$ cat src/logic/flr_cfg.svh
// Constants for the flash LED configuration register bank.
// Operation
// - Battery threshold bits 7:5, reset 111 disables.
// - Supply below threshold at start-up halts ramping.
// - Flash pulse: reduce current until supply recovers.
// - Bit 4 blocks flash, else flash starts but holds at zero until supply recovers.
// - Input limit code bits 3:0, reset 0100.
// - Input limit code 1100 disables the limit.
// - Thermal bit: masked level above 130C, else off above 150C.
// - Ramp step dwell 8us down to 1us.
// - Headroom threshold bits 3:2, reset 01.
// - Indicator PWM duty 2/16 to 5/16 at 31.5kHz.
// - Channel-1 flash code, reset 0x33.
// - Channel-2 flash code, reset 0x33.
// - Masked channel-1 code used while mask high.
// - Masked channel-2 code used while mask high.
// - Actual flash code read-only, reset zero.
// - Minimum flash code during low-battery reduction.
// - Mode code 11 means flash mode.
`ifndef FLR_CFG_SVH
`define FLR_CFG_SVH
`define FLR_ADDR_LOW_BATT    8'h04
`define FLR_ADDR_RAMP_IND    8'h05
`define FLR_ADDR_CH1_FLASH   8'h06
`define FLR_ADDR_CH2_FLASH   8'h07
`define FLR_ADDR_CH1_MASKED  8'h08
`define FLR_ADDR_CH2_MASKED  8'h09
`define FLR_ADDR_ACTUAL      8'h0A
`define FLR_ADDR_MINIMUM     8'h0B
`define FLR_RST_LOW_BATT     8'hF4
`define FLR_RST_RAMP_IND     8'h14
`define FLR_RST_LEVEL        8'h33
`define FLR_RST_READBACK     8'h00
`define FLR_THRESH_OFF       3'h7
`define FLR_ILIM_OFF         4'hC
`define FLR_MODE_FLASH       2'h3
`define FLR_MODE_INDICATOR   2'h1
`define FLR_CLK_MHZ          125
`define FLR_STEP_MAX_US      8
`define FLR_PWM_FREQ_HZ      31500
`define FLR_CLK_HZ           125000000
`define FLR_PWM_PERIOD       (`FLR_CLK_HZ / `FLR_PWM_FREQ_HZ)
`define FLR_PWM_SLOTS        16
`define FLR_DUTY_BASE        2
`endif

$ cat src/logic/flr_pkg.sv
// Types shared by the flash LED configuration register bank.
package flr_pkg;
   typedef enum logic [1:0] {FLR_IDLE, FLR_RAMP, FLR_HOLD, FLR_BLOCKED} flr_ramp_e;
   typedef logic [7:0] flr_code_t;
endpackage : flr_pkg

$ cat src/logic/flr_pwm.sv
// Indicator PWM generator with a 2/16 to 5/16 duty.
`timescale 1ns/100ps
`include "flr_cfg.svh"
module flr_pwm
   import flr_pkg::*;
(
   input  wire logic       i_ref_clk,   // Block clock.
   input  wire logic       i_rst_n,     // Asynchronous reset, active low.
   input  wire logic       i_enable,    // Indicator mode active.
   input  wire logic [1:0] i_duty,      // Duty select.
   output logic            o_pwm        // Registered PWM output.
);
   typedef struct packed {
      logic [12:0] cnt;   // Cycle counter within one period.
      logic        pwm;   // Output level.
   } flr_pwm_s;
   flr_pwm_s st;
   flr_pwm_s next_st;
   localparam logic [12:0] PERIOD = 13'(`FLR_PWM_PERIOD);
   localparam logic [12:0] SLOT   = 13'(`FLR_PWM_PERIOD / `FLR_PWM_SLOTS);

   // High for (duty+2) sixteenths of each 31.5 kHz period; integer slot width
   // trades a tiny frequency error for a simple compare.
   always_comb begin
      next_st = st;
      if (!i_enable) begin
         next_st.cnt = '0;
         next_st.pwm = 1'b0;
      end else begin
         next_st.cnt = (st.cnt >= PERIOD - 13'h1) ? 13'h0 : st.cnt + 13'h1;
         next_st.pwm = st.cnt < SLOT * (13'(i_duty) + 13'(`FLR_DUTY_BASE));
      end
   end

   // State register.
   always_ff @(posedge i_ref_clk or negedge i_rst_n) begin
      if (!i_rst_n) begin
         st <= '0;
      end else begin
         st <= next_st;
      end
   end
   assign o_pwm = st.pwm;
endmodule : flr_pwm

$ cat src/logic/flr_ramp.sv
// Flash current ramp with low-battery and thermal handling.
`timescale 1ns/100ps
`include "flr_cfg.svh"
module flr_ramp
   import flr_pkg::*;
(
   input  wire logic       i_ref_clk,      // Block clock.
   input  wire logic       i_rst_n,        // Asynchronous reset, active low.
   input  wire logic       i_flash,        // Flash mode requested.
   input  wire logic       i_low_batt,     // Supply below threshold (already gated).
   input  wire logic       i_block_flash,  // Stay off on low supply before flash.
   input  wire logic       i_thermal_low,  // Thermal fallback to masked level.
   input  wire logic       i_thermal_off,  // Thermal shutdown.
   input  wire logic       i_tx_mask,      // Transmit mask input.
   input  wire logic [2:0] i_step_sel,     // Ramp step time code.
   input  wire logic [7:0] i_target,       // Normal flash target.
   input  wire logic [7:0] i_masked,       // Masked flash target.
   output logic      [7:0] o_level,        // Present drive code.
   output logic      [7:0] o_minimum       // Lowest code reached by reduction.
);
   typedef struct packed {
      flr_ramp_e   state;  // Ramp phase.
      logic [10:0] tmr;    // Step dwell counter.
      flr_code_t   level;  // Present code.
      flr_code_t   minv;   // Lowest reduced code.
   } flr_ramp_s;
   flr_ramp_s st;
   flr_ramp_s next_st;
   flr_code_t goal;
   logic [10:0] dwell;

   // Dwell is (8 - code) microseconds expressed in clocks.
   always_comb begin
      dwell = 11'((`FLR_STEP_MAX_US - 32'(i_step_sel)) * `FLR_CLK_MHZ - 1);
      if (i_tx_mask || i_thermal_low || (i_low_batt && !i_block_flash)) begin
         goal = i_masked;
      end else begin
         goal = i_target;
      end
   end

   // Ramp sequencer: one code per dwell, reduce on low supply during flash.
   always_comb begin
      next_st = st;
      next_st.tmr = (st.tmr == 11'h0) ? dwell : st.tmr - 11'h1;
      case (st.state)
         FLR_IDLE: begin
            next_st.level = 8'h00;
            if (i_flash && !i_thermal_off) begin
               if (i_low_batt && i_block_flash) begin
                  next_st.state = FLR_BLOCKED;
               end else begin
                  next_st.state = FLR_RAMP;
                  next_st.minv  = 8'hFF;
               end
            end
         end
         FLR_RAMP: begin
            if (i_low_batt) begin
               next_st.state = FLR_HOLD;
            end else if (st.tmr == 11'h0) begin
               if (st.level < goal) next_st.level = st.level + 8'h01;
               else begin
                  // A lowered target is reached from the hold phase, one code per dwell.
                  next_st.state = FLR_HOLD;
               end
            end
         end
         FLR_HOLD: begin
            if (st.tmr == 11'h0) begin
               if (i_low_batt && st.level != 8'h00) begin
                  next_st.level = st.level - 8'h01;
                  if (st.level - 8'h01 < st.minv) next_st.minv = st.level - 8'h01;
               end else if (!i_low_batt && st.level > goal) begin
                  // Step down toward a lower target so the LED never jumps hard.
                  next_st.level = st.level - 8'h01;
               end else if (!i_low_batt && st.level < goal) begin
                  // Climb back once the mask is released or the supply recovers.
                  next_st.level = st.level + 8'h01;
               end
            end
         end
         FLR_BLOCKED: next_st.level = 8'h00;
         default: next_st.state = FLR_IDLE;
      endcase
      if (!i_flash || i_thermal_off) begin
         next_st.state = FLR_IDLE;
         next_st.level = 8'h00;
      end
   end

   // State register.
   always_ff @(posedge i_ref_clk or negedge i_rst_n) begin
      if (!i_rst_n) begin
         st <= '{state: FLR_IDLE, tmr: 11'h0, level: 8'h00, minv: 8'hFF};
      end else begin
         st <= next_st;
      end
   end
   assign o_level   = st.level;
   assign o_minimum = (st.minv == 8'hFF) ? `FLR_RST_READBACK : st.minv;
endmodule : flr_ramp

$ cat src/logic/flr_regs.sv
// Top of the flash LED configuration register bank.
`timescale 1ns/100ps
`include "flr_cfg.svh"
module flr_regs
   import flr_pkg::*;
(
   input  wire logic       i_ref_clk,           // Block clock, 125 MHz.
   input  wire logic       i_rst_n,             // Asynchronous reset, active low.
   input  wire logic       i_wr_en,             // Register write strobe.
   input  wire logic       i_rd_en,             // Register read strobe.
   input  wire logic [7:0] i_addr,              // Register address.
   input  wire logic [7:0] i_wr_data,           // Write data.
   output logic      [7:0] o_rd_data,           // Registered read data.
   input  wire logic [1:0] i_led_mode_sel,      // Device mode from mode register.
   input  wire logic       i_tx_mask,           // Transmit mask input.
   input  wire logic       i_vin_below_thresh,  // Comparator: supply under threshold.
   input  wire logic       i_tj_over_130,       // Junction above 130 C.
   input  wire logic       i_tj_over_150,       // Junction above 150 C.
   output logic [2:0]      o_battery_threshold_sel, // To supply comparator.
   output logic            o_low_batt_active,   // Low-supply handling in force.
   output logic [3:0]      o_input_current_limit, // Input limit code.
   output logic            o_input_limit_enable, // Input limit active.
   output logic [1:0]      o_headroom_threshold, // Headroom threshold code.
   output logic [7:0]      o_chan1_drive,       // Channel-1 drive code.
   output logic [7:0]      o_chan2_drive,       // Channel-2 drive code.
   output logic            o_indicator_pwm      // Indicator PWM gate.
);
   typedef struct packed {
      logic [7:0] low_battery_config;       // Threshold, block bit, limit code.
      logic [7:0] ramp_indicator_config;    // Thermal, step, headroom, duty.
      logic [7:0] chan1_flash_level;        // Normal channel-1 code.
      logic [7:0] chan2_flash_level;        // Normal channel-2 code.
      logic [7:0] chan1_masked_flash_level; // Masked channel-1 code.
      logic [7:0] chan2_masked_flash_level; // Masked channel-2 code.
      logic [7:0] rd_data;                  // Read data register.
   } flr_regs_s;
   flr_regs_s st;
   flr_regs_s next_st;
   logic       flash_mode;
   logic       low_batt;
   logic [7:0] lvl1;
   logic [7:0] lvl2;
   logic [7:0] min1;
   logic [7:0] actual_flash_code;
   logic [7:0] minimum_flash_code;

   // Mode decode and gated supply comparison.
   always_comb begin
      flash_mode = (i_led_mode_sel == `FLR_MODE_FLASH);
      // Code 111 switches the threshold off so the comparator is ignored.
      low_batt = i_vin_below_thresh &&
                 (st.low_battery_config[7:5] != `FLR_THRESH_OFF);
   end

   // One ramp engine per channel; both share the step and safety controls.
   flr_ramp u_ramp1 (
      .i_ref_clk     (i_ref_clk),
      .i_rst_n       (i_rst_n),
      .i_flash       (flash_mode),
      .i_low_batt    (low_batt),
      .i_block_flash (st.low_battery_config[4]),
      .i_thermal_low (st.ramp_indicator_config[7] && i_tj_over_130),
      .i_thermal_off (!st.ramp_indicator_config[7] && i_tj_over_150),
      .i_tx_mask     (i_tx_mask),
      .i_step_sel    (st.ramp_indicator_config[6:4]),
      .i_target      (st.chan1_flash_level),
      .i_masked      (st.chan1_masked_flash_level),
      .o_level       (lvl1),
      .o_minimum     (min1)
   );
   flr_ramp u_ramp2 (
      .i_ref_clk     (i_ref_clk),
      .i_rst_n       (i_rst_n),
      .i_flash       (flash_mode),
      .i_low_batt    (low_batt),
      .i_block_flash (st.low_battery_config[4]),
      .i_thermal_low (st.ramp_indicator_config[7] && i_tj_over_130),
      .i_thermal_off (!st.ramp_indicator_config[7] && i_tj_over_150),
      .i_tx_mask     (i_tx_mask),
      .i_step_sel    (st.ramp_indicator_config[6:4]),
      .i_target      (st.chan2_flash_level),
      .i_masked      (st.chan2_masked_flash_level),
      .o_level       (lvl2),
      .o_minimum     ()
   );

   // Indicator PWM runs only in indicator mode.
   flr_pwm u_pwm (
      .i_ref_clk (i_ref_clk),
      .i_rst_n   (i_rst_n),
      .i_enable  (i_led_mode_sel == `FLR_MODE_INDICATOR),
      .i_duty    (st.ramp_indicator_config[1:0]),
      .o_pwm     (o_indicator_pwm)
   );

   // Readback: channel 1 reports the actual and minimum flash codes.
   always_comb begin
      actual_flash_code  = flash_mode ? lvl1 : `FLR_RST_READBACK;
      minimum_flash_code = min1;
   end

   // Register writes and registered read data.
   always_comb begin
      next_st = st;
      if (i_wr_en) begin
         case (i_addr)
            `FLR_ADDR_LOW_BATT:   next_st.low_battery_config       = i_wr_data;
            `FLR_ADDR_RAMP_IND:   next_st.ramp_indicator_config    = i_wr_data;
            `FLR_ADDR_CH1_FLASH:  next_st.chan1_flash_level        = i_wr_data;
            `FLR_ADDR_CH2_FLASH:  next_st.chan2_flash_level        = i_wr_data;
            `FLR_ADDR_CH1_MASKED: next_st.chan1_masked_flash_level = i_wr_data;
            `FLR_ADDR_CH2_MASKED: next_st.chan2_masked_flash_level = i_wr_data;
            // Readback and unmapped addresses ignore writes.
            default: next_st = st;
         endcase
      end
      if (i_rd_en) begin
         case (i_addr)
            `FLR_ADDR_LOW_BATT:   next_st.rd_data = st.low_battery_config;
            `FLR_ADDR_RAMP_IND:   next_st.rd_data = st.ramp_indicator_config;
            `FLR_ADDR_CH1_FLASH:  next_st.rd_data = st.chan1_flash_level;
            `FLR_ADDR_CH2_FLASH:  next_st.rd_data = st.chan2_flash_level;
            `FLR_ADDR_CH1_MASKED: next_st.rd_data = st.chan1_masked_flash_level;
            `FLR_ADDR_CH2_MASKED: next_st.rd_data = st.chan2_masked_flash_level;
            `FLR_ADDR_ACTUAL:     next_st.rd_data = actual_flash_code;
            `FLR_ADDR_MINIMUM:    next_st.rd_data = minimum_flash_code;
            default:              next_st.rd_data = 8'h00;
         endcase
      end
   end

   // State register with documented reset values.
   always_ff @(posedge i_ref_clk or negedge i_rst_n) begin
      if (!i_rst_n) begin
         st.low_battery_config       <= `FLR_RST_LOW_BATT;
         st.ramp_indicator_config    <= `FLR_RST_RAMP_IND;
         st.chan1_flash_level        <= `FLR_RST_LEVEL;
         st.chan2_flash_level        <= `FLR_RST_LEVEL;
         st.chan1_masked_flash_level <= `FLR_RST_LEVEL;
         st.chan2_masked_flash_level <= `FLR_RST_LEVEL;
         st.rd_data                  <= `FLR_RST_READBACK;
      end else begin
         st <= next_st;
      end
   end

   // Analog-facing decode.
   assign o_battery_threshold_sel = st.low_battery_config[7:5];
   assign o_low_batt_active       = low_batt;
   assign o_input_current_limit   = st.low_battery_config[3:0];
   assign o_input_limit_enable    = st.low_battery_config[3:0] < `FLR_ILIM_OFF;
   assign o_headroom_threshold    = st.ramp_indicator_config[3:2];
   assign o_chan1_drive           = lvl1;
   assign o_chan2_drive           = lvl2;
   assign o_rd_data               = st.rd_data;
endmodule : flr_regs

$ cat config.mk
export PLATFORM = sky130hd
export DESIGN_NAME = flr_regs
export DESIGN_NICKNAME = d
export VERILOG_FILES = /design/src/logic/flr_pkg.sv /design/src/logic/flr_pwm.sv /design/src/logic/flr_ramp.sv /design/src/logic/flr_regs.sv
export VERILOG_INCLUDE_DIRS = /design/src /design/src/logic
export SDC_FILE = /design/constraint.sdc
export NUM_CORES = 1
export LEC_CHECK = 0
export BUFFER_PORTS_ARGS = -buffer_cell sky130_fd_sc_hd__buf_2
export CAP_MARGIN = 30
export CORE_MARGIN = 2
export CORE_UTILIZATION = 60
export DETAILED_ROUTE_END_ITERATION = 7
export GPL_ROUTABILITY_DRIVEN = 1
export GPL_TIMING_DRIVEN = 0
export PLACE_DENSITY = 0.79
export SYNTH_ARGS = -nofsm -noshare
export SYNTH_HDL_FRONTEND = slang
export SYNTH_SLANG_ARGS = --single-unit
$ cat constraint.sdc
create_clock -name i_ref_clk -period 13.4 [get_ports i_ref_clk]
set_input_delay 1.34 -clock i_ref_clk [delete_from_list [all_inputs] [get_ports i_ref_clk]]
set_output_delay 1.34 -clock i_ref_clk [all_outputs]
set_load 0.05 [all_outputs]
* After elaboration in Yosys (flattened, before gate mapping) *
Cells that the tools add are included.

cells by class
  order comparisons = 9
  equal/unequal tests = 44
  $add $sub $neg = 10
  reduce and logical (&&, ||, !) cells = 44
  mux-type cells = 48
  multiply operators = 2

operator list
  kind                     number
  $mux W8                  25
  $pmux W8 S8              1
  $pmux W8 S3              2
  $sub A11 B1 Y11 const B  3
  $eq A8 B3 Y1 const B     4
  $eq A8 B4 Y1 const B     4
  $lt A8 B8 Y1             4
  $mul A32 B7 Y11 const B  1
  $mux W16                 2
  $pmux W8 S2              2
  $logic_not A11 Y1        2
  $mux W11                 2
  $mux W2                  10
  $add A8 B1 Y8 const B    2
  $gt A8 B8 Y1             2
  $reduce_bool A8 Y1       2
  $sub A8 B1 Y8 const B    2
  $mux W14                 1
  $ne A2 B1 Y1 const B     7
  $add A13 B1 Y13 const B  1
  $ge A13 B12 Y1 const B   1
  $lt A13 B13 Y1           1
  $mul A5 B13 Y10 const A  1
  $mux W13                 1
  27 further kinds         74

storage, ports and cells
  bits of input ports = 26
  register bits = 128
  output and inout bits = 36

* Longest topological paths before layout *
  depth in word-level cells = 13
  depth in mapped cells = 18
  gate-level depth less buffers = 17

* Hierarchy *
Synthesis repeated with hierarchy kept, for this count alone.

unflattened totals
  cells, all modules = 1,076
  area, all modules = 9,918.3 µm²

modules (own cells, without submodules)
  module              instances  sequential area each (µm²)  area an instance (µm²)  cells an instance
  flr_ramp (u_ramp1)  1          735.7                       3,059.2                 368
  flr_regs            1          1,430.1                     2,977.9                 253
  flr_ramp (u_ramp2)  1          735.7                       2,962.8                 363
  flr_pwm             1          350.3                       918.4                   92

* Least setup slack after synthesis *
OpenSTA, ideal clock, no wires.

  path type = input to register
  start = in i_vin_below_thresh
  end = reg u_ramp2.st (netlist bit u_ramp2.o_level[7])
  data arrival time = 4,386 ps
  required time = 13,255 ps
  slack = 8,869 ps
  stages on the path = 14
  cells stage by stage = nand2_1 > nor2_1 > a211oi_2 > clkbuf_1 > mux2i_1 > ha_1 > a21oi_1 > a21boi_0 > or3_1 > o21a_1 > and2_2 > clkbuf_8 > a221oi_1 > a211oi_1

on the way
  word-level cells in the longest chain between the ends = 11

ends and longest elaborated chain
  element                line            text
  start, declared        flr_regs.sv:16  input wire logic i_vin_below_thresh,
  $logic_and A1 B1 Y1 *  flr_regs.sv:51  low_batt = i_vin_below_thresh &&
  $logic_and A1 B1 Y1    flr_ramp.sv:35  if (i_tx_mask || i_thermal_low || (i_low_batt && !i_block_flash)) begin
  $logic_or A1 B1 Y1     flr_ramp.sv:35
  $mux W8                flr_ramp.sv:35
  $gt A8 B8 Y1           flr_ramp.sv:74  end else if (!i_low_batt && st.level > goal) begin
  $logic_and A1 B1 Y1    flr_ramp.sv:74
  $mux W8                flr_ramp.sv:74
  $mux W8                flr_ramp.sv:71  if (i_low_batt && st.level != 8'h00) begin
  $mux W16               flr_ramp.sv:70  if (st.tmr == 11'h0) begin
  $pmux W8 S3            flr_ramp.sv:46  case (st.state)
  $mux W8                flr_ramp.sv:86  if (!i_flash || i_thermal_off) begin
  end signal, assigned   flr_ramp.sv:95  st <= '{state: FLR_IDLE, tmr: 11'h0, level: 8'h00, minv: 8'hFF};
  end signal, assigned   flr_ramp.sv:97  st <= next_st;
  end, declared          flr_ramp.sv:27  flr_ramp_s st;

Mark *: on every way between the ends. The rest lies on a longest branch, timed or not. The select of a mux whose other input is x is not followed.
A chain may end at the register's enable or synchronous reset.

* Worst setup path in the final report *
Same ends and word-level chain as after synthesis.

==> report_table.html <==
<table>
<tr><th>Metric</th><th>Value</th></tr>
<tr><th colspan="2">Cells and area</th></tr>
<tr><td>Net count reported at finish</td><td>1035</td></tr>
<tr><td>Post-layout util</td><td>0.693</td></tr>
<tr><td>Post-layout instance area</td><td>0.00955 mm2</td></tr>
<tr><td>Layout area overhead</td><td>13.6%</td></tr>
<tr><td>Share of final-layout standard cells stronger than drive strength 1</td><td>0.251</td></tr>
<tr><td>Count of antenna diodes in the layout</td><td>0</td></tr>
<tr><td>Number of filler instances in the final layout</td><td>1090</td></tr>
<tr><th colspan="2">Route</th></tr>
<tr><td>DR vias</td><td>6942</td></tr>
<tr><td>Routed len/inst</td><td>18.6 um</td></tr>
<tr><td>Post-DR vias/cell</td><td>6.15</td></tr>
<tr><td>Iter 0 DRT Violations</td><td>655</td></tr>
<tr><td>Antenna-violating nets left</td><td>0</td></tr>
<tr><td>Residual DRC</td><td>22</td></tr>
<tr><td>Overall routed net length</td><td>21000 um</td></tr>
<tr><td>Initial DRT Pass Iterations</td><td>8</td></tr>
<tr><th colspan="2">Clocking</th></tr>
<tr><td>Quantity of hold-fixing buffers added after cts</td><td>0</td></tr>
<tr><td>H-tree depth reported by CTS</td><td>4</td></tr>
<tr><td>Number of buffers inserted by post-CTS setup repair</td><td>0</td></tr>
<tr><td>Clock sink total</td><td>120</td></tr>
<tr><td>Number of buffers inserted during clock tree synthesis</td><td>17</td></tr>
<tr><td>TritonCTS clock tree</td><td>built</td></tr>
<tr><td>Clock tree buffer depth</td><td>2</td></tr>
<tr><td>Root Driver</td><td>sky130_fd_sc_hd__clkbuf_16</td></tr>
<tr><td>Insertion delay to the later sink of the worst-skew pair</td><td>0.42 ns</td></tr>
<tr><td>PostCTS Resize Cnt</td><td>0</td></tr>
<tr><td>Clock slew at reported path FFs</td><td>0.05 ns</td></tr>
<tr><th colspan="2">Synthesis</th></tr>
<tr><td>Top cells by count, synth</td><td>sky130_fd_sc_hd__dfrtp_1, sky130_fd_sc_hd__nor2_1, sky130_fd_sc_hd__ha_1</td></tr>
<tr><td>Largest area contributor in the synthesized netlist</td><td>sky130_fd_sc_hd__dfrtp_1</td></tr>
<tr><td>Dominant cell by count in the synthesized netlist</td><td>sky130_fd_sc_hd__dfrtp_1</td></tr>
<tr><td>Share of synthesized cell area in full adder, half adder and majority cells</td><td>0.114</td></tr>
<tr><td>Dominant register cell in the synthesized netlist</td><td>sky130_fd_sc_hd__dfrtp_1</td></tr>
<tr><td>Total of warnings raised by yosys</td><td>0</td></tr>
<tr><td>Post-synthesis sequential area ratio</td><td>0.362</td></tr>
<tr><td>Top cells by area in the synthesized netlist</td><td>sky130_fd_sc_hd__dfrtp_1, sky130_fd_sc_hd__ha_1, sky130_fd_sc_hd__dfstp_2</td></tr>
<tr><td>Distinct cell type count after synthesis</td><td>80</td></tr>
<tr><td>Area share of xor/xnor cells in the synthesized design</td><td>0.0594</td></tr>
<tr><td>Post-synthesis net count</td><td>957</td></tr>
<tr><td>Per-instance average area after synthesis</td><td>9.81 um2</td></tr>
<tr><td>Compound-gate portion of the synthesized area</td><td>0.147</td></tr>
<tr><td>Share of cell area taken by muxes after synthesis</td><td>0.105</td></tr>
<tr><td>Cell count after synthesis</td><td>857</td></tr>
<tr><td>Post-synth design cell area</td><td>0.00841 mm2</td></tr>
<tr><td>Dominant combinational cell family by area after synthesis</td><td>compound AO/OA/AOI/OAI gates</td></tr>
<tr><td>Area fraction of the dominant cell type after synthesis</td><td>0.265</td></tr>
<tr><td>Simple-gate portion of the synthesized area</td><td>0.144</td></tr>
<tr><td>Ys async rst share</td><td>1.00</td></tr>
<tr><td>EDFF count, synth</td><td>0</td></tr>
<tr><td>#FFs+latches synth</td><td>120</td></tr>
<tr><th colspan="2">Outcome</th></tr>
<tr><td>Run status</td><td>complete, but fails checks</td></tr>
<tr><td>Violations in the final reports</td><td>DRC</td></tr>
<tr><th colspan="2">Power</th></tr>
<tr><td>IR Drop Worst-Case VDD</td><td>0.113 mV</td></tr>
<tr><td>Post-route total power</td><td>0.00110 W</td></tr>
<tr><td>Standby leakage power</td><td>4.46 nW</td></tr>
<tr><td>Total power density per cell area</td><td>115 mW/mm2</td></tr>
<tr><th colspan="2">Floorplan</th></tr>
<tr><td>Core Region</td><td>0.0138 mm2</td></tr>
<tr><td>Width of the die</td><td>122 um</td></tr>
<tr><td>Number of primary I/O pins</td><td>62</td></tr>
<tr><td>Die height</td><td>122 um</td></tr>
<tr><td>Number of cell rows</td><td>43</td></tr>
<tr><td>Floorplan die area</td><td>0.0150 mm2</td></tr>
<tr><td>Initial Utilization</td><td>0.610</td></tr>
<tr><th colspan="2">Critical path</th></tr>
<tr><td>Data required time of the worst path</td><td>13.71 ns</td></tr>
<tr><td>Slowest-stage cell, CP</td><td>sky130_fd_sc_hd__clkbuf_1</td></tr>
<tr><td>CP max stage delay</td><td>0.65 ns</td></tr>
<tr><td>Top cell family by delay on the critical path</td><td>compound AO/OA/AOI/OAI gates</td></tr>
<tr><td>Number of stages on the worst setup path</td><td>14</td></tr>
<tr><td>WP data arrival</td><td>5.46 ns</td></tr>
<tr><td>Critical-path cell list</td><td>buf_2 &gt; nand2_1 &gt; nor2_1 &gt; a211oi_2 &gt; clkbuf_1 &gt; mux2i_1 &gt; ha_1 &gt; nand3_1 &gt; a21boi_0 &gt; or3_1 &gt; o21a_1 &gt; o21ai_0 &gt; a221oi_1 &gt; a211oi_1</td></tr>
<tr><td>Kind of start point of the critical path</td><td>input port</td></tr>
<tr><td>WP buf/inv</td><td>2</td></tr>
<tr><td>Highest fanout seen on the critical path</td><td>10</td></tr>
<tr><td>CP endpoint kind</td><td>flop</td></tr>
<tr><td>Critical Setup Path Class</td><td>in2reg</td></tr>
<tr><td>FF-to-FF path depth</td><td>18</td></tr>
<tr><th colspan="2">STA</th></tr>
<tr><td>Setup repair after global routing missed its margin</td><td>false</td></tr>
<tr><td>Final hold viol count</td><td>0</td></tr>
<tr><td>Slew at the pin with the worst max-slew slack</td><td>0.900 ns</td></tr>
<tr><td>Highest achievable clock rate</td><td>0.194 GHz</td></tr>
<tr><td>Relative slew slack</td><td>0.394</td></tr>
<tr><td>Crit path time final</td><td>5.15 ns</td></tr>
<tr><td>Fin. max-slew vios</td><td>0</td></tr>
<tr><td>Final worst-path cycle share</td><td>0.384</td></tr>
<tr><td>Worst setup slack after layout</td><td>8.25 ns</td></tr>
<tr><td>Sum of negative setup slack</td><td>0 ns</td></tr>
<tr><td>Worst clock skew</td><td>0.00998 ns</td></tr>
<tr><td>Final setup violating endpoints</td><td>0</td></tr>
<tr><th colspan="2">Global routing</th></tr>
<tr><td>Antenna violations before repair</td><td>0</td></tr>
<tr><td>GRT Total Usage</td><td>0.294</td></tr>
<tr><td>Global-route wire length before repair</td><td>34000 um</td></tr>
<tr><td>Number of global-route vias before repair</td><td>6657</td></tr>
<tr><td>Largest net degree at the start of global routing</td><td>84</td></tr>
<tr><td>Total congestion overflow</td><td>0</td></tr>
<tr><th colspan="2">Place</th></tr>
<tr><td>Routability congestion estimate</td><td>0.933</td></tr>
<tr><td>Port Buffers</td><td>58</td></tr>
<tr><td>Worst setup slack before clock tree synthesis</td><td>7.89 ns</td></tr>
<tr><td>Hpwl dp</td><td>15400 um</td></tr>
<tr><td>Placed Area</td><td>0.00896 mm2</td></tr>
<tr><th colspan="2">Hold path</th></tr>
<tr><td>Min-Delay Path Class</td><td>reg2reg</td></tr>
<tr><td>Count of cells along the worst hold path</td><td>1</td></tr>
<tr><th colspan="2">Job</th></tr>
<tr><td>Number of maximum-capacitance constraint violations</td><td>0</td></tr>
</table>
-- cells by family after synthesis --
family / after synthesis
and+or+nand+nor: 233
AOI/OAI and AO/OA: 180
DFF: 120
buffers and inverters: 113
muxes: 79
adders and majority gates: 74
xor gates and xnor gates: 57
other: 1
-- worst reg2reg max path, stage by stage, from the launching register on --
cell and delay (ns):
sky130_fd_sc_hd__dfstp_2 0.55, sky130_fd_sc_hd__clkbuf_1 0.37, sky130_fd_sc_hd__inv_1 0.21, sky130_fd_sc_hd__ha_1 0.29, sky130_fd_sc_hd__xor2_1 0.51, sky130_fd_sc_hd__inv_1 0.24, sky130_fd_sc_hd__fa_1 0.55, sky130_fd_sc_hd__inv_1 0.05
sky130_fd_sc_hd__nor2_1 0.08, sky130_fd_sc_hd__ha_1 0.24, sky130_fd_sc_hd__a21o_1 0.19, sky130_fd_sc_hd__ha_1 0.29, sky130_fd_sc_hd__ha_1 0.34, sky130_fd_sc_hd__a21oi_1 0.19, sky130_fd_sc_hd__o21ai_0 0.13, sky130_fd_sc_hd__a21o_1 0.20
sky130_fd_sc_hd__a21oi_1 0.16, sky130_fd_sc_hd__xnor2_1 0.21, sky130_fd_sc_hd__o21ai_0 0.12
-- layout by cell type, fill, tap and decap left out, types with 8 or more instances in the layout --
| cell type | Yosys | final |
|---|---|---|
| sky130_fd_sc_hd__and3_1 | 11 | 11 |
| sky130_fd_sc_hd__o21ai_0 | 40 | 40 |
| sky130_fd_sc_hd__o22ai_1 | 10 | 10 |
| sky130_fd_sc_hd__nand4_1 | 8 | 8 |
| sky130_fd_sc_hd__nand3_1 | 26 | 26 |
| sky130_fd_sc_hd__mux2_2 | 51 | 51 |
| sky130_fd_sc_hd__xnor2_1 | 26 | 26 |
| sky130_fd_sc_hd__nor4_1 | 8 | 8 |
| sky130_fd_sc_hd__nor2_1 | 72 | 72 |
| sky130_fd_sc_hd__a21oi_1 | 36 | 36 |
| sky130_fd_sc_hd__ha_1 | 70 | 70 |
| sky130_fd_sc_hd__clkbuf_16 | 0 | 17 |
| sky130_fd_sc_hd__xor2_1 | 31 | 31 |
| sky130_fd_sc_hd__inv_1 | 51 | 51 |
| sky130_fd_sc_hd__buf_2 | 4 | 61 |
| sky130_fd_sc_hd__mux2i_1 | 26 | 26 |
| sky130_fd_sc_hd__buf_4 | 33 | 33 |
| sky130_fd_sc_hd__clkbuf_1 | 21 | 23 |
| sky130_fd_sc_hd__nand2_1 | 41 | 41 |
| sky130_fd_sc_hd__nor3_1 | 14 | 14 |
| sky130_fd_sc_hd__dfrtp_1 | 89 | 89 |
| sky130_fd_sc_hd__dfstp_2 | 31 | 31 |
-- registers in the layout (all words and copies together) (netlist names) --
| signal | count |
|---|---|
| u_ramp1.st | 21 |
| o_battery_threshold_sel | 3 |
| o_input_current_limit | 4 |
| u_pwm.st | 13 |
| u_ramp2.o_level | 8 |
| st | 39 |
| u_ramp1.o_level | 8 |
| o_rd_data | 8 |
| u_pwm.o_pwm | 1 |
| u_ramp2.st | 13 |
| o_headroom_threshold | 2 |
-- metal layers --
layer,track usage,vias to the layer above,part of all wire
met5,0,-,0
met4,0.114,0,0.028
met3,0.0632,50,0.067
met2,0.477,292,0.49
met1,0.386,3376,0.42
li1,-,3224,-
-- where the power goes --
group          leakage, nW  switching, W  internal, W  total [W]
logic                 2.68      0.000130    0.0000927   0.000223
registers             1.48     0.0000275     0.000393   0.000420
clock network        0.296      0.000158     0.000297   0.000455
total                 4.46      0.000316     0.000782    0.00110
-- stage by stage --
| step | hold slack [ns] | instances |
|---|---|---|
| detailed placement | 0.466 | 1096 |
| finish | 0.471 | 1128 |
| CTS | 0.472 | 1128 |
| global route | 0.494 | 1128 |
| floorplan | 0.440 | 857 |
| global placement | 0.464 | 1095 |
-- final timing paths --
kind	startpoint	to	slack, ns
worst max-delay path	i_vin_below_thresh	u_ramp2.o_level[7]	8.25
worst min-delay path	u_pwm.st[1]	u_pwm.st[1]	0.47
worst max register to register	st[44]	u_ramp1.st[26]	8.33
worst min register to register	u_pwm.st[1]	u_pwm.st[1]	0.47
max in group asynchronous	i_rst_n	st[28]	11.82
min in group asynchronous	i_rst_n	u_ramp1.o_level[1]	0.83
-- final cells by class --
class | count | area (um2) | share of cell area
Timing Repair Buffer | 59 | 324 | 0.0339
Sequential cell | 120 | 3040 | 0.318
Clock buffer | 24 | 502 | 0.0525
Inverter | 51 | 191 | 0.0200
Buffer | 62 | 389 | 0.0407
Tap cell | 180 | 225 | 0.0236
Clock inverter | 8 | 92.6 | 0.00969
Multi-Input combinational cell | 624 | 4780 | 0.501
(Power assumes the default switching activity.)
